==> src/timer_irq_pkg.sv <==
`default_nettype none
package timer_irq_pkg;
    // ==========================================================
    // Register map, byte addresses on the AXI4-Lite bus.
    // ==========================================================
    localparam logic [31:0] ADDR_ENABLE_CLEAR = 32'h0000_0000;
    localparam logic [31:0] ADDR_ENABLE_SET = 32'h0000_0004;
    localparam logic [31:0] ADDR_FLAG = 32'h0000_0008;
    localparam logic [31:0] ADDR_EVENT_CTRL = 32'h0000_000C;
    localparam logic [31:0] ADDR_PENDING = 32'h0000_0010;
    localparam logic [31:0] ADDR_WORD_MASK = 32'h0000_00FC;

    // ==========================================================
    // Reset values and field masks.
    // ==========================================================
    localparam logic [31:0] SRC_IMPL_MASK = 32'h000F_F80F;
    localparam logic [31:0] RESET_ZERO = 32'h0000_0000;
    localparam int EVCTRL_OVF_EVENT_BIT = 0;
    localparam logic [31:0] EVCTRL_IMPL_MASK = 32'h0000_0001;

    // ==========================================================
    // AXI response codes.
    // ==========================================================
    localparam logic [1:0] RESP_OKAY = 2'h0;
    localparam logic [1:0] RESP_DECERR = 2'h3;

    // One bit per interrupt source; reserved holes read as zero.
    typedef struct packed {
        logic [11:0] rsv_hi;            // Bits 31:20, reserved.
        logic [3:0] match_capture_channel; // Bits 19:16.
        logic [1:0] nonrecoverable_fault; // Bits 15:14.
        logic [1:0] recoverable_fault;  // Bits 13:12.
        logic debug_fault_state;        // Bit 11.
        logic [6:0] rsv_lo;             // Bits 10:4, reserved.
        logic capture_overflow_error;   // Bit 3.
        logic count_event_irq;          // Bit 2.
        logic retrigger;                // Bit 1.
        logic overflow_underflow;       // Bit 0.
    } irq_src_t;

    // One register write handed from the bus slave to the core.
    typedef struct packed {
        logic valid;          // One-cycle write strobe.
        logic [31:0] addr;    // Byte address as taken from the bus, not aligned.
        logic [31:0] data;    // Write data.
        logic [3:0] strb;     // Byte lane enables.
    } wr_req_t;

    // True when the address hits one of the mapped words.
    function automatic logic addr_mapped(input logic [31:0] addr);
        logic [31:0] a;
        a = addr & ADDR_WORD_MASK;
        addr_mapped = (addr[31:8] == 24'h00_0000) &&
            (a == ADDR_ENABLE_CLEAR || a == ADDR_ENABLE_SET ||
             a == ADDR_FLAG || a == ADDR_EVENT_CTRL || a == ADDR_PENDING);
    endfunction
endpackage
`default_nettype wire

==> src/axil_reg_port.sv <==
`default_nettype none
module axil_reg_port
    import timer_irq_pkg::*;
(
    input wire logic aclk,              // System clock.
    input wire logic aresetn,           // Synchronous reset, low.
    input wire logic [31:0] s_axi_awaddr, // Write address.
    input wire logic s_axi_awvalid,     // Write address valid.
    output logic s_axi_awready,         // Write address ready.
    input wire logic [31:0] s_axi_wdata, // Write data.
    input wire logic [3:0] s_axi_wstrb, // Write byte enables.
    input wire logic s_axi_wvalid,      // Write data valid.
    output logic s_axi_wready,          // Write data ready.
    output logic [1:0] s_axi_bresp,     // Write response.
    output logic s_axi_bvalid,          // Write response valid.
    input wire logic s_axi_bready,      // Write response ready.
    input wire logic [31:0] s_axi_araddr, // Read address.
    input wire logic s_axi_arvalid,     // Read address valid.
    output logic s_axi_arready,         // Read address ready.
    output logic [31:0] s_axi_rdata,    // Read data.
    output logic [1:0] s_axi_rresp,     // Read response.
    output logic s_axi_rvalid,          // Read data valid.
    input wire logic s_axi_rready,      // Read data ready.
    output wr_req_t wr_req,             // Write strobe to the core.
    output logic [31:0] rd_addr,        // Address being read.
    input wire logic [31:0] rd_data     // Core read data for rd_addr.
);
    // ==========================================================
    // Write channel.
    // ==========================================================
    // Address and data are caught in either order; the write fires once both are held.
    always_ff @(posedge aclk) begin
        if (!aresetn) begin
            s_axi_awready <= 1'b1;
            s_axi_wready <= 1'b1;
            s_axi_bvalid <= 1'b0;
            s_axi_bresp <= RESP_OKAY;
            wr_req <= '0;
        end else begin
            wr_req.valid <= 1'b0;
            if (s_axi_awvalid && s_axi_awready) begin
                s_axi_awready <= 1'b0;
                wr_req.addr <= s_axi_awaddr;
            end
            if (s_axi_wvalid && s_axi_wready) begin
                s_axi_wready <= 1'b0;
                wr_req.data <= s_axi_wdata;
                wr_req.strb <= s_axi_wstrb;
            end
            if (!s_axi_awready && !s_axi_wready && !s_axi_bvalid && !wr_req.valid) begin
                wr_req.valid <= 1'b1;
                s_axi_bvalid <= 1'b1;
                s_axi_bresp <= addr_mapped(wr_req.addr) ? RESP_OKAY : RESP_DECERR;
            end
            if (s_axi_bvalid && s_axi_bready) begin
                s_axi_bvalid <= 1'b0;
                s_axi_awready <= 1'b1;
                s_axi_wready <= 1'b1;
            end
        end
    end

    // ==========================================================
    // Read channel.
    // ==========================================================
    // The address is held one cycle so the core mux settles, then the data is registered.
    logic rd_pend; // Address taken, data not yet captured.
    always_ff @(posedge aclk) begin
        if (!aresetn) begin
            s_axi_arready <= 1'b1;
            s_axi_rvalid <= 1'b0;
            s_axi_rdata <= RESET_ZERO;
            s_axi_rresp <= RESP_OKAY;
            rd_addr <= RESET_ZERO;
            rd_pend <= 1'b0;
        end else begin
            if (s_axi_arvalid && s_axi_arready) begin
                s_axi_arready <= 1'b0;
                rd_addr <= s_axi_araddr;
                rd_pend <= 1'b1;
            end
            if (rd_pend) begin
                rd_pend <= 1'b0;
                s_axi_rvalid <= 1'b1;
                s_axi_rdata <= rd_data;
                s_axi_rresp <= addr_mapped(rd_addr) ? RESP_OKAY : RESP_DECERR;
            end
            if (s_axi_rvalid && s_axi_rready) begin
                s_axi_rvalid <= 1'b0;
                s_axi_arready <= 1'b1;
            end
        end
    end
endmodule
`default_nettype wire

==> src/timer_irq_flag_logic.sv <==
// What this block does
// - Flags for overflow, retrigger, count, faults, channels.
// - Every source also raises a wake-up request.
// - A source event sets its flag regardless of enable.
// - Writing one to enable-set enables that source.
// - Writing one to enable-clear disables that source.
// - Request high when flag and enable both set.
// - Request holds until flag, enable or reset clear.
// - All sources share one request output.
// - Overflow also drives an output event.
//
// Our own choices: the placing of the registers and the AXI4-Lite slave port.
`default_nettype none
module timer_irq_flag_logic
    import timer_irq_pkg::*;
(
    input wire logic aclk,              // System clock, 250 MHz.
    input wire logic aresetn,           // Synchronous reset, low.
    input wire logic [31:0] s_axi_awaddr, // AXI write address.
    input wire logic s_axi_awvalid,     // AXI write address valid.
    output logic s_axi_awready,         // AXI write address ready.
    input wire logic [31:0] s_axi_wdata, // AXI write data.
    input wire logic [3:0] s_axi_wstrb, // AXI write byte enables.
    input wire logic s_axi_wvalid,      // AXI write data valid.
    output logic s_axi_wready,          // AXI write data ready.
    output logic [1:0] s_axi_bresp,     // AXI write response.
    output logic s_axi_bvalid,          // AXI write response valid.
    input wire logic s_axi_bready,      // AXI write response ready.
    input wire logic [31:0] s_axi_araddr, // AXI read address.
    input wire logic s_axi_arvalid,     // AXI read address valid.
    output logic s_axi_arready,         // AXI read address ready.
    output logic [31:0] s_axi_rdata,    // AXI read data.
    output logic [1:0] s_axi_rresp,     // AXI read response.
    output logic s_axi_rvalid,          // AXI read data valid.
    input wire logic s_axi_rready,      // AXI read data ready.
    input wire irq_src_t src_events,    // Condition pulses from the timer.
    output logic irq,                   // Shared interrupt request, high.
    output logic wake_request,          // Wake-up pulse toward power control.
    output logic overflow_event         // Overflow output event pulse.
);
    // ==========================================================
    // Local state.
    // ==========================================================
    wr_req_t wr_req;            // Write strobe from the bus slave.
    logic [31:0] rd_addr;       // Address the slave is reading.
    logic [31:0] rd_data;       // Read mux result for rd_addr.
    irq_src_t flag;             // Sticky interrupt flags.
    irq_src_t enable;           // Interrupt enable mask.
    logic [31:0] event_ctrl;    // Output event control bits.
    irq_src_t next_flag;        // Flag value after this edge.
    irq_src_t next_enable;      // Enable value after this edge.
    logic [31:0] lane_bits;     // Write data with disabled lanes zeroed.
    logic wr_flag;              // This write targets the flag register.
    logic wr_en_set;            // This write targets enable-set.
    logic wr_en_clr;            // This write targets enable-clear.
    logic wr_evctrl;            // This write targets event control.
    irq_src_t src_valid;        // Source pulses with reserved bits removed.

    // ==========================================================
    // Helper functions.
    // ==========================================================
    // Byte enables as a bit mask, so a narrow write touches only its lanes.
    function automatic logic [31:0] lane_mask(input logic [3:0] strb);
        logic [31:0] m;
        m = RESET_ZERO;
        for (int i = 0; i < 4; i++) begin
            m[i*8 +: 8] = {8{strb[i]}};
        end
        lane_mask = m;
    endfunction

    // Compares the aligned part of an address with a register offset.
    function automatic logic hits(input logic [31:0] addr, input logic [31:0] off);
        hits = addr_mapped(addr) && ((addr & ADDR_WORD_MASK) == off);
    endfunction

    // ==========================================================
    // Bus slave.
    // ==========================================================
    // The slave owns the handshakes and hands over one write strobe per transfer.
    axil_reg_port u_port (
        .aclk(aclk), .aresetn(aresetn),
        .s_axi_awaddr(s_axi_awaddr), .s_axi_awvalid(s_axi_awvalid),
        .s_axi_awready(s_axi_awready), .s_axi_wdata(s_axi_wdata),
        .s_axi_wstrb(s_axi_wstrb), .s_axi_wvalid(s_axi_wvalid), .s_axi_wready(s_axi_wready),
        .s_axi_bresp(s_axi_bresp), .s_axi_bvalid(s_axi_bvalid), .s_axi_bready(s_axi_bready),
        .s_axi_araddr(s_axi_araddr), .s_axi_arvalid(s_axi_arvalid),
        .s_axi_arready(s_axi_arready), .s_axi_rdata(s_axi_rdata),
        .s_axi_rresp(s_axi_rresp), .s_axi_rvalid(s_axi_rvalid), .s_axi_rready(s_axi_rready),
        .wr_req(wr_req), .rd_addr(rd_addr), .rd_data(rd_data)
    );

    // ==========================================================
    // Write decode.
    // ==========================================================
    // Selecting only on the one-cycle strobe means a held address never writes twice.
    always_comb begin
        lane_bits = wr_req.data & lane_mask(wr_req.strb);
        wr_flag = wr_req.valid && hits(wr_req.addr, ADDR_FLAG);
        wr_en_set = wr_req.valid && hits(wr_req.addr, ADDR_ENABLE_SET);
        wr_en_clr = wr_req.valid && hits(wr_req.addr, ADDR_ENABLE_CLEAR);
        wr_evctrl = wr_req.valid && hits(wr_req.addr, ADDR_EVENT_CTRL);
    end

    // Reserved source positions never reach a flag.
    assign src_valid = irq_src_t'(src_events & SRC_IMPL_MASK);

    // ==========================================================
    // Next flag and enable values.
    // ==========================================================
    // The event term is ORed in after the clear, so an event in the
    // clearing cycle keeps its flag and the interrupt is not lost.
    genvar gi;
    generate
        for (gi = 0; gi < 32; gi++) begin : g_bit
            if (SRC_IMPL_MASK[gi]) begin : g_impl
                always_comb begin
                    // Write one clears; write zero leaves the flag alone.
                    next_flag[gi] = flag[gi] & ~(wr_flag & lane_bits[gi]);
                    // A condition sets the flag whether enabled or not.
                    next_flag[gi] = next_flag[gi] | src_valid[gi];
                    next_enable[gi] = enable[gi];
                    if (wr_en_set && lane_bits[gi]) begin
                        next_enable[gi] = 1'b1;
                    end else if (wr_en_clr && lane_bits[gi]) begin
                        next_enable[gi] = 1'b0;
                    end
                end
            end else begin : g_rsv
                // Reserved bits are tied low so they read as zero.
                always_comb begin
                    next_flag[gi] = 1'b0;
                    next_enable[gi] = 1'b0;
                end
            end
        end
    endgenerate

    // ==========================================================
    // Flag register.
    // ==========================================================
    // Sticky until software writes one; reset clears everything.
    always_ff @(posedge aclk) begin
        if (!aresetn) begin
            flag <= irq_src_t'(RESET_ZERO);
        end else begin
            flag <= next_flag;
        end
    end

    // ==========================================================
    // Enable mask register.
    // ==========================================================
    // Separate set and clear words avoid a read-modify-write race.
    always_ff @(posedge aclk) begin
        if (!aresetn) begin
            enable <= irq_src_t'(RESET_ZERO);
        end else begin
            enable <= next_enable;
        end
    end

    // ==========================================================
    // Event control register.
    // ==========================================================
    // Only the overflow event enable exists; other bits read as zero.
    always_ff @(posedge aclk) begin
        if (!aresetn) begin
            event_ctrl <= RESET_ZERO;
        end else if (wr_evctrl) begin
            event_ctrl <= (event_ctrl & ~lane_mask(wr_req.strb))
                | (lane_bits & EVCTRL_IMPL_MASK);
        end
    end

    // ==========================================================
    // Shared interrupt request.
    // ==========================================================
    // Built from the next values, so the request moves with the flags, no lag.
    always_ff @(posedge aclk) begin
        if (!aresetn) begin
            irq <= 1'b0;
        end else begin
            // One line for all sources, high while any enabled flag is set.
            irq <= |(next_flag & next_enable);
        end
    end

    // ==========================================================
    // Wake-up request.
    // ==========================================================
    // Any source may wake the system, enabled or not; being registered,
    // the pulse lags the condition by one edge.
    always_ff @(posedge aclk) begin
        if (!aresetn) begin
            wake_request <= 1'b0;
        end else begin
            wake_request <= |src_valid;
        end
    end

    // ==========================================================
    // Overflow output event.
    // ==========================================================
    // One-cycle pulse per overflow, independent of the flag and its clear.
    always_ff @(posedge aclk) begin
        if (!aresetn) begin
            overflow_event <= 1'b0;
        end else begin
            overflow_event <= src_valid.overflow_underflow
                & event_ctrl[EVCTRL_OVF_EVENT_BIT];
        end
    end

    // ==========================================================
    // Read mux.
    // ==========================================================
    // Reads have no side effect, so software may poll the flags freely.
    always_comb begin
        rd_data = RESET_ZERO;
        if (hits(rd_addr, ADDR_FLAG)) begin
            // Software scans this word to find the causes.
            rd_data = flag;
        end else if (hits(rd_addr, ADDR_ENABLE_SET) || hits(rd_addr, ADDR_ENABLE_CLEAR)) begin
            rd_data = enable;
        end else if (hits(rd_addr, ADDR_EVENT_CTRL)) begin
            rd_data = event_ctrl;
        end else if (hits(rd_addr, ADDR_PENDING)) begin
            // Flags that are currently driving the request.
            rd_data = flag & enable;
        end else begin
            // Unmapped words read as zero with a decode error.
            rd_data = RESET_ZERO;
        end
    end
endmodule
`default_nettype wire

==> config.mk <==
export PLATFORM = sky130hd
export DESIGN_NAME = timer_irq_flag_logic
export DESIGN_NICKNAME = d
export VERILOG_FILES = /design/src/timer_irq_pkg.sv /design/src/axil_reg_port.sv /design/src/timer_irq_flag_logic.sv
export SDC_FILE = /design/constraint.sdc
export NUM_CORES = 1
export LEC_CHECK = 0
export BUFFER_PORTS_ARGS = -buffer_cell sky130_fd_sc_hd__clkbuf_2
export CAP_MARGIN = 20
export CORE_MARGIN = 5
export CORE_UTILIZATION = 25
export CTS_CLUSTER_DIAMETER = 40
export DETAILED_ROUTE_END_ITERATION = 12
export RECOVER_POWER = 50
export SYNTH_ARGS = -nofsm -noshare
export SYNTH_HDL_FRONTEND = slang
export SYNTH_SLANG_ARGS = --single-unit
export TNS_END_PERCENT = 10
==> constraint.sdc <==
create_clock -name aclk -period 1.8 [get_ports aclk]
set_input_delay 0.18 -clock aclk [delete_from_list [all_inputs] [get_ports aclk]]
set_output_delay 0.18 -clock aclk [all_outputs]
set_load 0.01 [all_outputs]
-- Word level (Yosys, flattened, before mapping)
Index checks and enable logic that the tools add are counted.
- register bits after elaboration: 230
- word-level logic and storage cells: 211
- bits of input ports: 139
- multiplexer cells: 34
- equality and inequality tests: 8
- bitwise gates (word level): 60
- reduce and logical (&&, ||, !) cells: 71
- operator list (cell ; count):
    $mux W32 ; 4
    $and A32 B32 Y32 ; 2
    $logic_not A32 Y1 ; 2
    $logic_and A1 B1 Y1 ; 49
    $logic_not A24 Y1 ; 2
    $and A20 B20 Y20 ; 2
    $not A32 Y32 ; 1
    $or A32 B1 Y32 ; 1
    $reduce_or A32 Y1 ; 1
    $mux W1 ; 28
    $and A1 B1 Y1 ; 27
    $eq A6 B2 Y1 const B ; 4
    $not A1 Y1 ; 14
    $or A1 B1 Y1 ; 13
    $reduce_or A13 Y1 ; 1
    $eq A6 B1 Y1 const B ; 2
    $eq A6 B3 Y1 const B ; 2
    $logic_or A1 B1 Y1 ; 9
    $reduce_or A2 Y1 ; 3
    $logic_not A1 Y1 ; 4
    $mux W2 ; 2

-- Logic depth before layout (Yosys ltp)
- depth in word-level cells: 14
- mapped depth: 9

-- Hierarchy
Synthesis repeated with hierarchy kept, for this count alone.
- cell total of the unflattened synthesis: 931
- area total of the unflattened synthesis: 8405.6 µm²
- modules (own cells, without submodules) (module ; instances ; area each (µm²) ; cells an instance ; sequential area each (µm²)):
    axil_reg_port ; 1 ; 5591.6 ; 590 ; 2822.7
    timer_irq_flag_logic ; 1 ; 2813.9 ; 341 ; 1221.2

-- Worst setup path before layout
OpenSTA, ideal clock, no wires.
- path kind: reg-to-reg
- start point: register, netlist name u_port.wr_req[40]
- end point: register irq
- library setup time: 133 ps
- setup slack: -46 ps
- period minus slack after synthesis: 1846 ps
- buffers on the path: 2
- data required time: 1667 ps
- arrival: 1713 ps
- cell stages (with the launch flop): 9
- cell sequence: dfxtp_1 > or3b_4 > nor2_2 > and3_1 > buf_2 > buf_4 > a211oi_1 > nor4_1 > a31oi_1
- word-level cells in the longest chain between the ends: 14
- elaborated cells between the ends (all ways): 122
- those cells by class: 4 x eq/ne; 26 x mux; 53 x bitwise; 39 x reduce/logical
- RTL lines (what ; RTL line ; text):
    $logic_not A32 Y1 / $eq A6 B1 Y1 (equally long branches) ; timer_irq_pkg.sv:54, timer_irq_flag_logic.sv:74 ;
    $logic_or A1 B1 Y1 (2 in a row) ; timer_irq_pkg.sv:54 ; (a == ADDR_ENABLE_CLEAR || a == ADDR_ENABLE_SET ||
    $logic_or A1 B1 Y1 (2 in a row) ; timer_irq_pkg.sv:55 ; a == ADDR_FLAG || a == ADDR_EVENT_CTRL || a == ADDR_PENDING);
    $logic_and A1 B1 Y1 ; timer_irq_pkg.sv:53 ; addr_mapped = (addr[31:8] == 24'h00_0000) &&
    $logic_and A1 B1 Y1 ; timer_irq_flag_logic.sv:74 ; hits = addr_mapped(addr) && ((addr & ADDR_WORD_MASK) == off);
    $logic_and A1 B1 Y1 ; timer_irq_flag_logic.sv:99 ; wr_flag = wr_req.valid && hits(wr_req.addr, ADDR_FLAG);
    $and A1 B1 Y1 ; timer_irq_flag_logic.sv:119 ; next_flag[gi] = flag[gi] & ~(wr_flag & lane_bits[gi]);
    $not A1 Y1 ; timer_irq_flag_logic.sv:119 ;
    $and A1 B1 Y1 ; timer_irq_flag_logic.sv:119 ;
    $or A1 B1 Y1 ; timer_irq_flag_logic.sv:121 ; next_flag[gi] = next_flag[gi] | src_valid[gi];
    $and A20 B20 Y20 (*) ; timer_irq_flag_logic.sv:185 ; irq <= |(next_flag & next_enable);
    $reduce_or A32 Y1 (*) ; timer_irq_flag_logic.sv:185 ;
    end signal, assigned ; timer_irq_flag_logic.sv:185 ;
    end, declared ; timer_irq_flag_logic.sv:37 ; output logic irq,
Mark *: on every way between the ends. The rest lies on a longest branch, timed or not.
A chain may end at the register's enable or synchronous reset.

-- Final worst setup path
- start point: register, netlist name u_port.wr_req[54]
- end point: register irq
- word-level cells in the longest chain between the ends: 10
- elaborated cells between the ends (all ways): 114
- those cells by class: 26 x mux; 53 x bitwise; 35 x reduce/logical
- RTL lines (what ; RTL line):
    $logic_not A24 Y1 (*) ; timer_irq_pkg.sv:53
    $logic_and A1 B1 Y1 (*) ; timer_irq_pkg.sv:53
    $logic_and A1 B1 Y1 ; timer_irq_flag_logic.sv:74
    $logic_and A1 B1 Y1 ; timer_irq_flag_logic.sv:99
    $and A1 B1 Y1 ; timer_irq_flag_logic.sv:119
    $not A1 Y1 ; timer_irq_flag_logic.sv:119
    $and A1 B1 Y1 ; timer_irq_flag_logic.sv:119
    $or A1 B1 Y1 ; timer_irq_flag_logic.sv:121
    $and A20 B20 Y20 (*) ; timer_irq_flag_logic.sv:185
    $reduce_or A32 Y1 (*) ; timer_irq_flag_logic.sv:185
Marks and branches as above.

==> metrics.txt <==
# TYPE chip_impl_metric gauge
chip_impl_metric{name="ys_ff_latch",unit=""} 179
chip_impl_metric{name="instances_no_fill",unit=""} 1472
chip_impl_metric{name="syn_inst",unit=""} 821
chip_impl_metric{name="antenna_violating_nets_left",unit=""} 0
chip_impl_metric{name="final_design_area_no_fill",unit="um2"} 10300
chip_impl_metric{name="mapped_nets",unit=""} 960
chip_impl_metric{name="power.density",unit="nW/um2"} 871
chip_impl_metric{name="worst_hold_path.num_cells",unit=""} 3
chip_impl_metric{name="net_total_in_the_final_layout",unit=""} 1220
chip_impl_metric{name="core_area",unit="um2"} 27600
chip_impl_metric{name="worstPathMaxFanout",unit=""} 6
chip_impl_metric{name="overflow",unit=""} 0
chip_impl_metric{name="n_antenna_cell",unit=""} 0
chip_impl_metric{name="drt-vias-per-instance",unit=""} 4.51
chip_impl_metric{name="synth_seq_area_share",unit="%"} 51.6
chip_impl_metric{name="fin_worst_setup_slack",unit="ns"} -0.305
chip_impl_metric{name="post_synth.cell_area_avg",unit="um2"} 8.45
chip_impl_metric{name="post-route-min-period",unit="ns"} 2.10
chip_impl_metric{name="net-switching-power",unit="mW"} 2.43
chip_impl_metric{name="power.ir.vdd_worst",unit="V"} 0.000495
chip_impl_metric{name="cell_count_after_placement",unit=""} 1342
chip_impl_metric{name="filler_cell_count",unit=""} 2834
chip_impl_metric{name="layout_worst_path_cycle_share",unit="%"} 117
chip_impl_metric{name="clock.fmax",unit="MHz"} 475
chip_impl_info{name="worstSetupPathType",value="reg -> reg"} 1
chip_impl_metric{name="tritoncts_num_sinks",unit=""} 179
chip_impl_metric{name="switching_share",unit="%"} 27.1
chip_impl_metric{name="finalMaxSlewViolations",unit=""} 0
chip_impl_metric{name="growth_of_design_area_from_synthesis_to_finish",unit="%"} 48.5
chip_impl_metric{name="leakage",unit="nW"} 4.15
chip_impl_metric{name="drt_pass1_iterations",unit=""} 5
chip_impl_metric{name="worst_ep_required_time",unit="ns"} 2.10
chip_impl_metric{name="power.share.clock",unit="%"} 40.3
chip_impl_metric{name="grt_pass1_vias",unit=""} 6509
chip_impl_metric{name="design.die.area",unit="um2"} 31200
chip_impl_info{name="status",value="finished, violations left"} 1
chip_impl_metric{name="finClkSkew",unit="ns"} 0.0105
chip_impl_info{name="rsz0062_at_grt",value="true"} 1
chip_impl_info{name="worst_setup_path_start_kind",value="register"} 1
chip_impl_metric{name="crit_arrival",unit="ns"} 2.40
chip_impl_metric{name="number_of_endpoints_failing_setup_at_the_final_stage",unit=""} 70
chip_impl_metric{name="totalNegativeSetupSlack",unit="ns"} -11.97
chip_impl_metric{name="drt_first_iter_violations",unit=""} 425
chip_impl_metric{name="power.share.sequential",unit="%"} 47.3
chip_impl_metric{name="power.combinational.fraction",unit="%"} 12.4
chip_impl_metric{name="synth_area",unit="um2"} 6940
chip_impl_metric{name="io_buffers",unit=""} 140
chip_impl_metric{name="synth_warnings",unit=""} 0
chip_impl_metric{name="wl_per_cell",unit="um"} 14.8
chip_impl_metric{name="worst_setup_hold_path_clk_slew",unit="ns"} 0.08
chip_impl_info{name="worst_setup_path_end_kind",value="register"} 1
chip_impl_metric{name="antenna_found_initial",unit=""} 0
chip_impl_metric{name="die_height",unit="um"} 177
chip_impl_metric{name="max_cap_viol_count",unit=""} 0
chip_impl_metric{name="drt_wl_total",unit="mm"} 21.8
chip_impl_metric{name="final_core_util",unit="%"} 37.3
chip_impl_metric{name="cell_area_after_placement",unit="um2"} 8380
chip_impl_metric{name="gp_routability_congestion",unit=""} 0.820
chip_impl_info{name="cts_tree",value="done"} 1
chip_impl_metric{name="p_int",unit="mW"} 6.54
chip_impl_info{name="failed_checks",value="setup timing"} 1
chip_impl_metric{name="synthDistinctLibCells",unit=""} 43
chip_impl_metric{name="post_route_cells_drive_above_1_share",unit="%"} 30.2
chip_impl_metric{name="least_margin_pin_slew",unit="ns"} 0.696
chip_impl_metric{name="std_cell_rows",unit=""} 61
chip_impl_metric{name="slew_headroom",unit="%"} 53.6
chip_impl_metric{name="grt_max_degree",unit=""} 47
chip_impl_metric{name="grt_pass1_wl",unit="mm"} 34.2
chip_impl_info{name="layout.cells.most_common",value="sky130_fd_sc_hd__nand2_1"} 1
chip_impl_metric{name="drc_errors",unit=""} 0
chip_impl_metric{name="max-clock-path-buffers",unit=""} 2
chip_impl_metric{name="total_global_routing_track_utilization",unit="%"} 13.6
chip_impl_info{name="root_buffer_master",value="sky130_fd_sc_hd__clkbuf_16"} 1
chip_impl_metric{name="floorplan.io_pins",unit=""} 183
chip_impl_metric{name="die_w",unit="um"} 177
chip_impl_metric{name="cts_made_buffers",unit=""} 17
chip_impl_metric{name="worst-r2r-cell-count",unit=""} 9
chip_impl_metric{name="detailroute.via_count",unit=""} 6646
chip_impl_metric{name="report.final.hold_viol_count",unit=""} 0
chip_impl_metric{name="worst_skew_pair.late_latency",unit="ns"} 0.43
chip_impl_info{name="min_path_type",value="in -> reg"} 1
chip_impl_metric{name="floorplan.initialDensity",unit="%"} 25.1
chip_impl_metric{name="cts-htree-levels",unit=""} 4
chip_impl_info{name="final_cell_mix",value="sky130_fd_sc_hd__nand2_1, sky130_fd_sc_hd__dfxtp_1, sky130_fd_sc_hd__clkbuf_2"} 1
chip_impl_metric{name="hpwl",unit="mm"} 14.8
-- power by group through the flow --
stage / clock network, mW / logic [mW] / registers [mW]
5_1_grt: 3.89 / 1.22 / 4.26
2_1_floorplan: 0 / 0.441 / 4.29
3_5_place_dp: 0 / 0.825 / 4.31
6_report: 3.61 / 1.12 / 4.25
4_1_cts: 3.71 / 0.993 / 4.23
3_3_place_gp: 0 / 0.821 / 4.31
-- repair_timing --
item | 4_1_cts | 5_1_grt
hold buffers | 80 | 0
endpoints found under the setup margin | 69 | 77
buffers inserted | 2 | 9
gates resized for setup | 30 | 56
gates cloned | 2 | 6
endpoints found under the hold margin | 77 | 0
pin swaps | 48 | 22
-- flip-flops by register name, summed over array words and instances, names as in the netlist, 13 cells and up, named ones only --
| name | count |
|---|---|
| flag | 13 |
| enable | 13 |
| event_ctrl | 31 |
| u_port.rd_addr | 30 |
| u_port.s_axi_rdata | 32 |
| u_port.wr_req | 48 |
-- area by class of cell --
| cell class | count | area (um2) | area share, % |
|---|---|---|---|
| inverters | 10 | 40.0 | 0.388 |
| well taps | 378 | 473 | 4.59 |
| multi-input cells | 575 | 3380 | 32.8 |
| flip-flops and latches | 179 | 3600 | 34.9 |
| repair buffers | 298 | 2240 | 21.8 |
| clock inverters | 14 | 136 | 1.32 |
| clock buffers | 18 | 439 | 4.26 |
-- cells in the mapped netlist, drive strengths merged --
library cell,count,area share [%]
a211oi,25,2.7
a21oi,105,7.7
a222oi,13,1.9
a311oi,1,0.13
a31oi,6,0.54
a41oi,3,0.38
and2,31,2.8
and3,11,0.99
and4,5,0.63
buf,18,2.0
clkbuf,40,2.2
dfxtp,179,52
inv,10,0.54
mux2i,11,1.6
nand2,197,11
nand2b,20,1.8
nand3,31,3.0
nand3b,1,0.11
nand4,1,0.090
nand4b,1,0.13
nor2,56,3.1
nor3,18,1.7
nor3b,1,0.11
nor4,18,1.8
nor4b,1,0.22
o2111ai,1,0.13
o21a,2,0.22
o21ai,9,0.65
o22a,1,0.13
o22ai,2,0.18
o2bb2ai,1,0.13
or3,1,0.090
or3b,1,0.16
-- stage by stage --
step	hold slack, ns	power [mW]	setup slack (ns)
6_report	0.0167	8.98	-0.305
5_1_grt	0.00265	9.38	-0.430
4_1_cts	0.000475	8.93	-0.263
3_5_place_dp	0.406	5.14	-0.370
3_3_place_gp	0.395	5.13	-0.384
2_1_floorplan	0.280	4.73	-0.00513
-- logic make-up (layout without fill, tap and decap cells) --
family                 Yosys count  after routing  share of synthesized area [%]
AND/OR/NAND/NOR                394            395                           27.3
flip-flops                     179            179                           51.6
AO/OA/AOI/OAI                  169            169                           14.7
buffers and inverters           68            340                           4.71
multiplexers                    11             11                           1.59
-- path summary, 6_finish.rpt --
kind | startpoint | end | slack [ns]
setup / recovery | u_port.wr_req[54] | irq | -0.30
hold / removal | s_axi_awaddr[6] | u_port.wr_req[42] | 0.02
setup reg to reg | u_port.wr_req[54] | irq | -0.30
hold reg to reg | u_port.wr_req[64] | u_port.wr_req[64] | 0.46
-- layer usage --
metal,global-route usage (%),routed length [um]
met3,3.38,1370
met5,0,0
met1,18.8,10000
met2,20.8,9910
met4,4.22,465
-- worst max-delay path: stages, from the launching register on --
cell                        delay (ns)
sky130_fd_sc_hd__dfxtp_1          0.32
sky130_fd_sc_hd__nor4_1           0.28
sky130_fd_sc_hd__and4_4           0.28
sky130_fd_sc_hd__buf_6            0.13
sky130_fd_sc_hd__buf_6            0.13
sky130_fd_sc_hd__a31oi_4          0.09
sky130_fd_sc_hd__o22ai_2          0.21
sky130_fd_sc_hd__o2111ai_2        0.14
sky130_fd_sc_hd__nor4_1           0.29
sky130_fd_sc_hd__a31oi_1          0.11
(Power assumes the default switching activity.)
